<file path="config.mk">
export PLATFORM = sky130hd
export DESIGN_NAME = bdc_regs_top
export DESIGN_NICKNAME = d
export VERILOG_FILES = /design/src/hw/bdc_pkg.sv /design/src/hw/bdc_byte_reg.sv /design/src/hw/bdc_discard_tmr.sv /design/src/hw/bdc_regs_top.sv
export VERILOG_INCLUDE_DIRS = /design/src /design/src/hw
export SDC_FILE = /design/constraint.sdc
export NUM_CORES = 1
export LEC_CHECK = 0
export ABC_AREA = 1
export BUFFER_PORTS_ARGS = -buffer_cell sky130_fd_sc_hd__clkbuf_2
export CELL_PAD_IN_SITES_DETAIL_PLACEMENT = 0
export CELL_PAD_IN_SITES_GLOBAL_PLACEMENT = 2
export CORE_UTILIZATION = 35
export CTS_CLUSTER_DIAMETER = 40
export CTS_CLUSTER_SIZE = 16
export DETAILED_ROUTE_END_ITERATION = 8
export GPL_ROUTABILITY_DRIVEN = 0
export GPL_TIMING_DRIVEN = 0
export PLACE_DENSITY_LB_ADDON = 0.1
export REMOVE_ABC_BUFFERS = 1
export SYNTH_ARGS = -nofsm -noshare
export SYNTH_HDL_FRONTEND = slang
export SYNTH_SLANG_ARGS = --single-unit
</file>
<file path="constraint.sdc">
create_clock -name sys_clk_i -period 4.4 [get_ports sys_clk_i]
set_clock_uncertainty 0.2 [all_clocks]
set_input_delay 0.44 -clock sys_clk_i [delete_from_list [all_inputs] [get_ports sys_clk_i]]
set_output_delay 0.44 -clock sys_clk_i [all_outputs]
set_load 0.01 [all_outputs]
</file>
<file path="src/hw/bdc_consts.svh">
// Offsets, field positions, reset values and timing counts of the control bytes
`ifndef BDC_CONSTS_SVH
`define BDC_CONSTS_SVH

`define BDC_OFS_VENDOR_LO    8'h00
`define BDC_OFS_VENDOR_HI    8'h01
`define BDC_OFS_DEVICE_LO    8'h02
`define BDC_OFS_DEVICE_HI    8'h03
`define BDC_OFS_DEVCTL       8'h92
`define BDC_OFS_DIAG         8'h93
`define BDC_OFS_CAP_ID       8'ha0
`define BDC_OFS_NEXT_PTR     8'ha1

`define BDC_DEVCTL_RST       8'h66
`define BDC_DIAG_RST         8'h60
`define BDC_CAP_ID_VAL       8'h01
`define BDC_NEXT_PTR_VAL     8'h00

// Device control bit positions
`define BDC_DC_PWR_HOLD      7
`define BDC_DC_LV_FORCE      6
`define BDC_DC_DIAG_IO       5
`define BDC_DC_MODE_HI       2
`define BDC_DC_MODE_LO       1
// Device control masks: shared bits, global bits
`define BDC_DC_SHARED_MASK   8'ha6
`define BDC_DC_GLOBAL_MASK   8'h49

// Diagnostic bit positions
`define BDC_DG_ID_MASK       7
`define BDC_DG_RSVD_ONE      6
`define BDC_DG_CSC_ROUTE     5
`define BDC_DG_DLY_DIS       4
`define BDC_DG_RETRY_LATENCY_EXTEND     3
`define BDC_DG_CB_DISC       2
`define BDC_DG_PCI_DISC      1
`define BDC_DG_ZV_DIS        0
// Diagnostic masks: per-function, global, read-as-one
`define BDC_DG_LOCAL_MASK    8'h21
`define BDC_DG_GLOBAL_MASK   8'h9e
`define BDC_DG_ONE_MASK      8'h40

`define BDC_RETRY_LAT_BASE   7'd16
`define BDC_RETRY_LAT_EXT    7'd64

// Discard timer lengths in bus clocks
`define BDC_DISC_SHORT_EXP   10
`define BDC_DISC_LONG_EXP    15
`define BDC_DISC_SHORT_CYC   (1 << `BDC_DISC_SHORT_EXP)
`define BDC_DISC_LONG_CYC    (1 << `BDC_DISC_LONG_EXP)
`define BDC_DISC_CNT_W       16

`endif

</file>
<file path="src/hw/bdc_pkg.sv">
// Types shared by the bridge control register block
package bdc_pkg;

  typedef enum logic [1:0] {
    BDC_IRQ_PAR_PCI     = 2'b00,
    BDC_IRQ_PAR_BOTH    = 2'b01,
    BDC_IRQ_SER_IRQ     = 2'b10,
    BDC_IRQ_SER_BOTH    = 2'b11
  } bdc_irq_mode_t;

  typedef enum logic {
    BDC_TMR_IDLE = 1'b0,
    BDC_TMR_RUN  = 1'b1
  } bdc_tmr_state_t;

endpackage : bdc_pkg

</file>
<file path="src/hw/bdc_byte_reg.sv">
// Byte-wide control register with per-bit write enable
`timescale 1ns/100ps
`default_nettype none

module bdc_byte_reg #(
  parameter logic [7:0] RST_VAL = 8'h00
) (
  input  wire logic       sys_clk_i,
  input  wire logic       sys_rst_i,
  input  wire logic       wr_i,
  input  wire logic [7:0] wmask_i,
  input  wire logic [7:0] wdata_i,
  output logic      [7:0] q_o
);

  always_ff @(posedge sys_clk_i or posedge sys_rst_i) begin
    if (sys_rst_i) begin
      q_o <= RST_VAL;
    end else if (wr_i) begin
      q_o <= (q_o & ~wmask_i) | (wdata_i & wmask_i);
    end
  end

endmodule : bdc_byte_reg

`default_nettype wire

</file>
<file path="src/hw/bdc_discard_tmr.sv">
// Delayed-transaction discard timer with selectable length
`timescale 1ns/100ps
`default_nettype none
`include "bdc_consts.svh"

module bdc_discard_tmr
  import bdc_pkg::*;
#(
  parameter int SHORT_CYC = `BDC_DISC_SHORT_CYC,
  parameter int LONG_CYC  = `BDC_DISC_LONG_CYC
) (
  input  wire logic sys_clk_i,
  input  wire logic sys_rst_i,
  input  wire logic start_i,
  input  wire logic done_i,
  input  wire logic sel_short_i,
  output logic      expired_o
);

  localparam logic [`BDC_DISC_CNT_W-1:0] SHORT_LAST = `BDC_DISC_CNT_W'(SHORT_CYC - 1);
  localparam logic [`BDC_DISC_CNT_W-1:0] LONG_LAST  = `BDC_DISC_CNT_W'(LONG_CYC - 1);

  bdc_tmr_state_t              state_reg;
  logic [`BDC_DISC_CNT_W-1:0]  cnt_reg;
  logic [`BDC_DISC_CNT_W-1:0]  last_reg;

  // Length is latched at start so a mid-flight write cannot shorten it
  always_ff @(posedge sys_clk_i or posedge sys_rst_i) begin
    if (sys_rst_i) begin
      state_reg <= BDC_TMR_IDLE;
      cnt_reg   <= '0;
      last_reg  <= LONG_LAST;
      expired_o <= 1'b0;
    end else begin
      expired_o <= 1'b0;
      case (state_reg)
        BDC_TMR_IDLE: begin
          cnt_reg <= '0;
          if (start_i && !done_i) begin
            state_reg <= BDC_TMR_RUN;
            last_reg  <= sel_short_i ? SHORT_LAST : LONG_LAST;
          end
        end
        BDC_TMR_RUN: begin
          if (done_i) begin
            state_reg <= BDC_TMR_IDLE;
          end else if (cnt_reg == last_reg) begin
            state_reg <= BDC_TMR_IDLE;
            expired_o <= 1'b1;
          end else begin
            cnt_reg <= cnt_reg + 1'b1;
          end
        end
        default: begin
          state_reg <= BDC_TMR_IDLE;
        end
      endcase
    end
  end

endmodule : bdc_discard_tmr

`default_nettype wire

</file>
<file path="src/hw/bdc_regs_top.sv">
// Bridge device control, diagnostic and capability header bytes
`timescale 1ns/100ps
`default_nettype none
`include "bdc_consts.svh"

module bdc_regs_top
  import bdc_pkg::*;
#(
  // Arbitrary identification values
  parameter logic [15:0] VENDOR_ID        = 16'h1a2b,
  parameter logic [15:0] DEVICE_ID        = 16'h3c4d,
  parameter int          DISC_SHORT_CYC   = `BDC_DISC_SHORT_CYC,
  parameter int          DISC_LONG_CYC    = `BDC_DISC_LONG_CYC
) (
  // Clock and reset
  input  wire logic       sys_clk_i,
  input  wire logic       sys_rst_i,
  // Configuration access
  input  wire logic       cfg_rd_i,
  input  wire logic       cfg_wr_i,
  input  wire logic       cfg_func_i,
  input  wire logic [7:0] cfg_addr_i,
  input  wire logic [7:0] cfg_wdata_i,
  output logic      [7:0] cfg_rdata_o,
  output logic            cfg_rvalid_o,
  // Socket power
  input  wire logic [1:0] pwr_off_req_i,
  input  wire logic [1:0] func_in_d3_i,
  output logic      [1:0] pwr_off_grant_o,
  // Socket and interrupt configuration
  output logic            low_voltage_capable_o,
  output logic            diag_io_bit_o,
  output bdc_irq_mode_t   irq_signal_mode_o,
  // Card status change routing
  input  wire logic [1:0] csc_event_i,
  input  wire logic [1:0] legacy_803_bit4_i,
  input  wire logic [7:0] legacy_805_route_i,
  output logic      [1:0] csc_pci_irq_o,
  // Delayed transaction control
  output logic            delayed_txn_disable_o,
  output logic      [6:0] retry_latency_limit_o,
  input  wire logic       cb_dly_start_i,
  input  wire logic       cb_dly_done_i,
  output logic            cb_discard_o,
  input  wire logic       pci_dly_start_i,
  input  wire logic       pci_dly_done_i,
  output logic            pci_discard_o,
  // Zoomed video model
  output logic      [1:0] std_video_model_en_o
);

  logic [7:0] devctl_q;
  logic [7:0] diag0_q;
  logic [7:0] diag1_q;
  logic       wr_devctl;
  logic       wr_diag0;
  logic       wr_diag1;
  logic [7:0] devctl_wmask;
  logic [7:0] rdata_next;
  logic       id_mask;

  assign wr_devctl = cfg_wr_i && (cfg_addr_i == `BDC_OFS_DEVCTL);
  assign wr_diag0  = cfg_wr_i && !cfg_func_i && (cfg_addr_i == `BDC_OFS_DIAG);
  assign wr_diag1  = cfg_wr_i && cfg_func_i && (cfg_addr_i == `BDC_OFS_DIAG);

  assign devctl_wmask = cfg_func_i ? `BDC_DC_SHARED_MASK
                                   : (`BDC_DC_SHARED_MASK | `BDC_DC_GLOBAL_MASK);

  bdc_byte_reg #(
    .RST_VAL (`BDC_DEVCTL_RST)
  ) u_devctl (
    .sys_clk_i (sys_clk_i),
    .sys_rst_i (sys_rst_i),
    .wr_i      (wr_devctl),
    .wmask_i   (devctl_wmask),
    .wdata_i   (cfg_wdata_i),
    .q_o       (devctl_q)
  );

  bdc_byte_reg #(
    .RST_VAL (`BDC_DIAG_RST)
  ) u_diag0 (
    .sys_clk_i (sys_clk_i),
    .sys_rst_i (sys_rst_i),
    .wr_i      (wr_diag0),
    .wmask_i   (`BDC_DG_LOCAL_MASK | `BDC_DG_GLOBAL_MASK),
    .wdata_i   (cfg_wdata_i),
    .q_o       (diag0_q)
  );

  // function 1 holds only its local bits
  bdc_byte_reg #(
    .RST_VAL (`BDC_DIAG_RST)
  ) u_diag1 (
    .sys_clk_i (sys_clk_i),
    .sys_rst_i (sys_rst_i),
    .wr_i      (wr_diag1),
    .wmask_i   (`BDC_DG_LOCAL_MASK),
    .wdata_i   (cfg_wdata_i),
    .q_o       (diag1_q)
  );

  assign id_mask = diag0_q[`BDC_DG_ID_MASK];

  // Read data multiplexer
  always_comb begin
    rdata_next = 8'h00;
    case (cfg_addr_i)
      `BDC_OFS_VENDOR_LO: begin
        rdata_next = id_mask ? 8'hff : VENDOR_ID[7:0];
      end
      `BDC_OFS_VENDOR_HI: begin
        rdata_next = id_mask ? 8'hff : VENDOR_ID[15:8];
      end
      `BDC_OFS_DEVICE_LO: begin
        rdata_next = id_mask ? 8'hff : DEVICE_ID[7:0];
      end
      `BDC_OFS_DEVICE_HI: begin
        rdata_next = id_mask ? 8'hff : DEVICE_ID[15:8];
      end
      // global bits hidden from function 1
      `BDC_OFS_DEVCTL: begin
        rdata_next = cfg_func_i ? (devctl_q & `BDC_DC_SHARED_MASK)
                                : (devctl_q & (`BDC_DC_SHARED_MASK | `BDC_DC_GLOBAL_MASK));
      end
      `BDC_OFS_DIAG: begin
        rdata_next = cfg_func_i ? ((diag1_q & `BDC_DG_LOCAL_MASK) | `BDC_DG_ONE_MASK)
                                : (diag0_q | `BDC_DG_ONE_MASK);
      end
      `BDC_OFS_CAP_ID: begin
        rdata_next = `BDC_CAP_ID_VAL;
      end
      `BDC_OFS_NEXT_PTR: begin
        rdata_next = `BDC_NEXT_PTR_VAL;
      end
      default: begin
        rdata_next = 8'h00;
      end
    endcase
  end

  // Read answer one clock after the strobe
  always_ff @(posedge sys_clk_i or posedge sys_rst_i) begin
    if (sys_rst_i) begin
      cfg_rdata_o  <= 8'h00;
      cfg_rvalid_o <= 1'b0;
    end else begin
      cfg_rvalid_o <= cfg_rd_i;
      if (cfg_rd_i) begin
        cfg_rdata_o <= rdata_next;
      end
    end
  end

  // Socket power gate
  always_ff @(posedge sys_clk_i or posedge sys_rst_i) begin
    if (sys_rst_i) begin
      pwr_off_grant_o <= 2'b00;
    end else begin
      pwr_off_grant_o <= pwr_off_req_i
                       & ~({2{devctl_q[`BDC_DC_PWR_HOLD]}} & func_in_d3_i);
    end
  end

  // Socket and interrupt mode outputs
  always_ff @(posedge sys_clk_i or posedge sys_rst_i) begin
    if (sys_rst_i) begin
      low_voltage_capable_o <= 1'(`BDC_DEVCTL_RST >> `BDC_DC_LV_FORCE);
      diag_io_bit_o         <= 1'(`BDC_DEVCTL_RST >> `BDC_DC_DIAG_IO);
      irq_signal_mode_o     <= BDC_IRQ_SER_BOTH;
    end else begin
      low_voltage_capable_o <= devctl_q[`BDC_DC_LV_FORCE];
      diag_io_bit_o         <= devctl_q[`BDC_DC_DIAG_IO];
      irq_signal_mode_o     <= bdc_irq_mode_t'(devctl_q[`BDC_DC_MODE_HI:`BDC_DC_MODE_LO]);
    end
  end

  // Card status change routing per function
  logic [1:0] csc_route_sel;
  logic [1:0] csc_route_ok;

  assign csc_route_sel = {diag1_q[`BDC_DG_CSC_ROUTE], diag0_q[`BDC_DG_CSC_ROUTE]};

  always_comb begin
    csc_route_ok = 2'b00;
    for (int f = 0; f < 2; f++) begin
      csc_route_ok[f] = csc_route_sel[f] ? (legacy_805_route_i[f*4 +: 4] == 4'h0)
                                         : legacy_803_bit4_i[f];
    end
  end

  always_ff @(posedge sys_clk_i or posedge sys_rst_i) begin
    if (sys_rst_i) begin
      csc_pci_irq_o <= 2'b00;
    end else begin
      csc_pci_irq_o <= csc_event_i & csc_route_ok;
    end
  end

  // Delayed transaction options
  always_ff @(posedge sys_clk_i or posedge sys_rst_i) begin
    if (sys_rst_i) begin
      delayed_txn_disable_o <= 1'b0;
      retry_latency_limit_o <= `BDC_RETRY_LAT_BASE;
    end else begin
      delayed_txn_disable_o <= diag0_q[`BDC_DG_DLY_DIS];
      retry_latency_limit_o <= diag0_q[`BDC_DG_RETRY_LATENCY_EXTEND] ? `BDC_RETRY_LAT_EXT
                                                          : `BDC_RETRY_LAT_BASE;
    end
  end

  // Timers cannot start while delayed transactions are disabled; a timer already running keeps counting
  // card-side discard length
  bdc_discard_tmr #(
    .SHORT_CYC (DISC_SHORT_CYC),
    .LONG_CYC  (DISC_LONG_CYC)
  ) u_cb_disc (
    .sys_clk_i   (sys_clk_i),
    .sys_rst_i   (sys_rst_i),
    .start_i     (cb_dly_start_i && !diag0_q[`BDC_DG_DLY_DIS]),
    .done_i      (cb_dly_done_i),
    .sel_short_i (diag0_q[`BDC_DG_CB_DISC]),
    .expired_o   (cb_discard_o)
  );

  bdc_discard_tmr #(
    .SHORT_CYC (DISC_SHORT_CYC),
    .LONG_CYC  (DISC_LONG_CYC)
  ) u_pci_disc (
    .sys_clk_i   (sys_clk_i),
    .sys_rst_i   (sys_rst_i),
    .start_i     (pci_dly_start_i && !diag0_q[`BDC_DG_DLY_DIS]),
    .done_i      (pci_dly_done_i),
    .sel_short_i (diag0_q[`BDC_DG_PCI_DISC]),
    .expired_o   (pci_discard_o)
  );

  // Zoomed video model enable per function
  always_ff @(posedge sys_clk_i or posedge sys_rst_i) begin
    if (sys_rst_i) begin
      std_video_model_en_o <= 2'b11;
    end else begin
      std_video_model_en_o <= ~{diag1_q[`BDC_DG_ZV_DIS], diag0_q[`BDC_DG_ZV_DIS]};
    end
  end

endmodule : bdc_regs_top

`default_nettype wire
</file>
# Word-level counts from Yosys, hierarchy flattened
# Index checks and enable logic that the tools add are counted.
# Widths: inputs -> output; s select.
# op_classes
bitwise_logic	13
mul	0
div	0
muxes	33
n_reduce_logical	20
addsub	2
eq_ne	12
shifts	0
order_cmp	0
# ops
operator	count
$mux 16	4
$pmux 16 s2	2
$pmux 8 s7	1
$mux 8	5
$add 16x1->16 const B	2
$eq 16x16->1	2
$mux 15	2
$eq 8x8->1 const B	3
$mux 7	3
$and 8x8->8	2
$eq 8x2->1 const B	2
$mux 1	14
$logic_and 1x1->1	9
$eq 8x1->1 const B	1
$logic_not 4->1	2
$logic_not 8->1	1
$ne 2x2->1 const B	4
$not 8->8	1
$or 7x8->8	1
$or 8x6->8	1
$or 8x8->8	1
$reduce_and 2->1	4
$and 2x2->2	3
$logic_not 1->1	4
other kinds (3)	6
# totals
n_memories	0
ff_bits	119
wordCells	101
output_inout_bits	29
latch_bits	0
in_bits	41
romBits	0
ram_bits	0

# Longest topological paths before layout
# depth
depth_word	5
mapped_depth	11
depth_no_buf	10

# Cells and area by module
# A second synthesis with hierarchy kept.
# unflattened
cells_unflattened	650
area_unflattened_um2	4889.7
# by_module_without_submodules
mod	cells_per_inst	instances	area_each_um2	seq_area_each_um2
bdc_discard_tmr	173	2	1222.4	476.7
bdc_regs_top	175	1	1278.7	559.3
bdc_byte_reg (u_diag0 ...)	43	2	387.9	202.7
bdc_byte_reg (u_devctl)	43	1	390.4	205.2

# Least setup slack after synthesis
# OpenSTA, ideal clock, no wires.
# synth_timing
kind	reg-to-reg
startpoint	register u_cb_disc.cnt_reg[0]
endpoint	register u_cb_disc.cnt_reg[5]
path_buffers	1
setup_slack_ps	2695
arrival_ps	1387
t_required_ps	4082
period_less_slack_ps	1705
stages_incl_launch_ff	12
setup_time_ps	118
cell_sequence	dfrtp_1 > ha_1 > nand3_1 > inv_1 > nand2_1 > nor2_1 > nand3_2 > buf_6 > nand2_4 > inv_4 > nand2_1 > nand2_1
# synth_between
elab_chain_cells	4
word_cells_on_any_way	7
classes_between	1 x add/sub; 2 x eq/ne; 3 x mux; 1 x reduce/logical
# synth_rtl
element	line	text
from (decl)	bdc_discard_tmr.sv:24	logic [`BDC_DISC_CNT_W-1:0] cnt_reg;
from (signal assigned)	bdc_discard_tmr.sv:51	cnt_reg <= cnt_reg + 1'b1;
$add 16x1->16	bdc_discard_tmr.sv:51	
$mux 16	bdc_discard_tmr.sv:47	end else if (cnt_reg == last_reg) begin
$mux 16	bdc_discard_tmr.sv:45	if (done_i) begin
$pmux 16 s2	bdc_discard_tmr.sv:36	case (state_reg)
# Parallel ways exist; a longest one is shown, timed or not. The select of a mux whose other input is x is not followed.
# A chain may end at the register's enable or synchronous reset.

# Worst setup path in the final report
# layout_timing
startpoint	register u_pci_disc.state_reg
endpoint	register u_pci_disc.cnt_reg[10]
# layout_between
elab_chain_cells	2
word_cells_on_any_way	5
classes_between	2 x eq/ne; 1 x mux; 1 x bitwise; 1 x reduce/logical
# layout_rtl
element	line	text
from (decl)	bdc_discard_tmr.sv:23	bdc_tmr_state_t state_reg;
from (signal assigned)	bdc_discard_tmr.sv:30	state_reg <= BDC_TMR_IDLE;
from (signal assigned)	bdc_discard_tmr.sv:40	state_reg <= BDC_TMR_RUN;
from (signal assigned)	bdc_discard_tmr.sv:46	state_reg <= BDC_TMR_IDLE;
$ne 2x2->1 (no line) / $not 1->1 (equally long branches)	-	
$reduce_and 2->1 (no line) / $pmux 16 s2 (equally long branches)	-	
to (signal assigned)	bdc_discard_tmr.sv:51	
to (decl)	bdc_discard_tmr.sv:24	
# Parallel ways exist; a longest one is shown, timed or not.

==> flow_summary.json <==
{
  "fill_cells": 1210,
  "status": "completed",
  "timing.final.crit_share_pct": 56.8,
  "clk_path_buf_depth": 2,
  "track_usage_pct": 18.4,
  "synth_top_family_by_area": "simple AND/OR/NAND/NOR gates",
  "drv_slew": 0,
  "reg2reg_from": "u_pci_disc.state_reg",
  "layout_commonest_cell": "nand2_1",
  "cp_max_fo": 17,
  "reg2reg_to": "u_pci_disc.cnt_reg[10]",
  "worst_slew_pin_slew_ns": 1.22,
  "synth-simple-area-share_pct": 38.4,
  "cts_buffers": 9,
  "hold_class": "in2reg",
  "synth-xor-area-share_pct": 2.07,
  "cts_tree": "built",
  "clkLatencyLatePin_ns": 0.34,
  "grt_first_pass_wirelength_um": 18200,
  "dieArea_um2": 12500,
  "highest_layer": "met4",
  "drtIter0Drc": 166,
  "required_ns": 4.48,
  "fin_nets": 656,
  "mostFrequentLayoutCells": "nand2_1 (171), nor2_1 (65), clkbuf_2 (64)",
  "drtAntennaViolNets": 0,
  "placeableCoreArea_um2": 11600,
  "cp-end-kind": "flip-flop",
  "path_clk_slew_ns": 0.06,
  "ys_seq_elements": 76,
  "r2r_slack_ns": 1.90,
  "hold_slack_ns": 0.0782,
  "die_h_um": 112,
  "cts_max_level": 3,
  "wl_per_cell_um": 13.6,
  "routed-wl-met2_um": 4860,
  "firstDrtPassIters": 4,
  "synth_warnings": 0,
  "criticalPathCategory": "reg2reg",
  "detail_route.vias_per_cell": 4.89,
  "netlist_area_um2": 4220,
  "stdcell_count": 761,
  "pwr_density_cell_nw_per_um2": 315,
  "final-setup-viol-count": 0,
  "drv_cap": 0,
  "ios": 70,
  "start_kind": "flip-flop",
  "antenna_cells": 0,
  "place_area_um2": 4630,
  "drc": 0,
  "initial_core_util_pct": 36.5,
  "synth_compound_area_share_pct": 5.54,
  "slew_headroom_pct": 18.2,
  "ir_worst_vdd_mv": 0.201,
  "fmax_mhz": 400,
  "ff_latch_area_um2": 1920,
  "leakagePower_uw": 0.00253,
  "num_rows": 39,
  "r2r.worst_path.cells": 4,
  "grt_pass1_vias": 3705,
  "setup_tns_ns": 0,
  "wl_met1_um": 5010,
  "hpwl_um": 7360,
  "yosys-mux-area-fraction_pct": 0,
  "synth_cells": 553,
  "grt_start_max_net_pins": 67,
  "startpoint": "u_pci_disc.state_reg",
  "synthDistinctLibCells": 35,
  "syn2layout_area_growth_pct": 16.2,
  "layout-drive-gt1-share_pct": 20.1,
  "fin_area_um2": 4910,
  "place_inst": 744,
  "die_w_um": 112,
  "route.met3.wl_um": 304,
  "hold_viol": 0,
  "ys_seq_area_share_pct": 45.5,
  "synth_area_per_cell_um2": 7.63,
  "clkSinkCount": 76,
  "arrival_ns": 2.58,
  "wl_um": 10300,
  "root_buffer": "clkbuf_16",
  "portBuffers": 64,
  "grt_overflow_total": 0,
  "min_period_ns": 2.50,
  "synthAdderAreaFrac_pct": 0.593,
  "cts_resized": 0,
  "rsz0062_at_grt": "false",
  "multi_input_area_um2": 1990,
  "crit_path_end": "u_pci_disc.cnt_reg[10]",
  "antenna_found_initial": 0,
  "via_count": 3720
}
[kinds of logic (layout without fill, tap and decap cells)]
group	count (synthesis)	after routing
flops	76	76
compound gates	37	37
simple gates	356	356
xor+xnor	10	10
other cells	1	5
fa+ha+maj	2	2
buf+inv	71	132
[power by group]
| part | leakage, uW | internal, uW | switching [uW] | total (uW) |
|---|---|---|---|---|
| combinational | 0.00141 | 38.0 | 74.2 | 112 |
| sequential | 0.000994 | 724 | 25.1 | 749 |
| clock | 0.000131 | 379 | 308 | 686 |
| total | 0.00253 | 1140 | 407 | 1550 |
[worst min-delay path by stage]
stage / start / endpoint / depth (start not counted)
floorplan: flip-flop / low_voltage_capable_o / 0
global placement: flip-flop / low_voltage_capable_o / 0
CTS: func_in_d3_i[0] / pwr_off_grant_o[0] / 2
finish: func_in_d3_i[0] / pwr_off_grant_o[0] / 2
global route: cb_dly_done_i / u_cb_disc.expired_o / 2
detailed placement: sys_rst_i / u_pci_disc.cnt_reg[14] / 2
[critical path: stages, from the launching register on]
cell     delay [ns]
dfrtp_1        0.75
inv_1          0.21
nor2_1         0.96
nand4_1        0.18
nand2_1        0.12
[timing repair]
item | in CTS | in global routing
buffers inserted | 0 | 0
endpoints found under the hold margin | 10 | 0
hold buffers | 1 | 0
[cells in the mapped netlist]
master	number	area (um2)
dfrtp_1	61	1530
nor2_2	2	12.5
or2_2	4	25.0
ha_1	2	25.0
clkbuf_1	3	11.3
buf_8	1	15.0
inv_4	1	6.26
or2_0	1	6.26
o21ai_0	16	80.1
buf_6	2	22.5
nand3b_1	4	30.0
nand4_1	29	181
buf_4	6	45.0
o21bai_1	6	45.0
inv_1	49	184
o2111ai_1	1	8.76
nor3_1	3	15.0
nand3_4	1	17.5
nand2_4	4	45.0
nand3_2	3	30.0
nand2_1	171	642
nor2_4	4	45.0
a21oi_1	4	20.0
buf_2	7	35.0
nand2_2	2	12.5
o21ai_2	6	52.6
clkbuf_2	2	10.0
a21boi_0	2	15.0
nor2_1	65	244
o21ai_1	1	5.00
conb_1	1	3.75
xor2_1	10	87.6
dfstp_2	15	394
a21o_1	1	7.51
nand3_1	63	315
[cell type report]
class / count / area share (%)
Inverter: 50 / 3.93
Clock inverter: 7 / 0.893
Timing Repair Buffer: 66 / 7.29
Sequential cell: 76 / 39.1
Clock buffer: 9 / 4.59
Multi-Input combinational cell: 410 / 40.5
Tap cell: 143 / 3.65
[per-layer routing]
| layer | vias to the layer above | track usage (%) |
|---|---|---|
| li1 | 1897 | - |
| met1 | 1757 | 23.8 |
| met2 | 53 | 30.6 |
| met3 | 13 | 3.92 |
| met4 | 0 | 5.95 |
| met5 | - | 0 |
[stage by stage]
| step | setup WS (ns) | utilization (%) | total power [uW] |
|---|---|---|---|
| finish | 1.90 | 42.4 | 1550 |
| global route | 1.69 | 42.4 | 1620 |
| CTS | 1.89 | 42.4 | 1580 |
| detailed placement | 1.83 | 40.0 | 876 |
| global placement | 0.780 | 39.7 | 870 |
| floorplan | 1.85 | - | 815 |
Note: power is estimated with default switching activity, not from simulation.
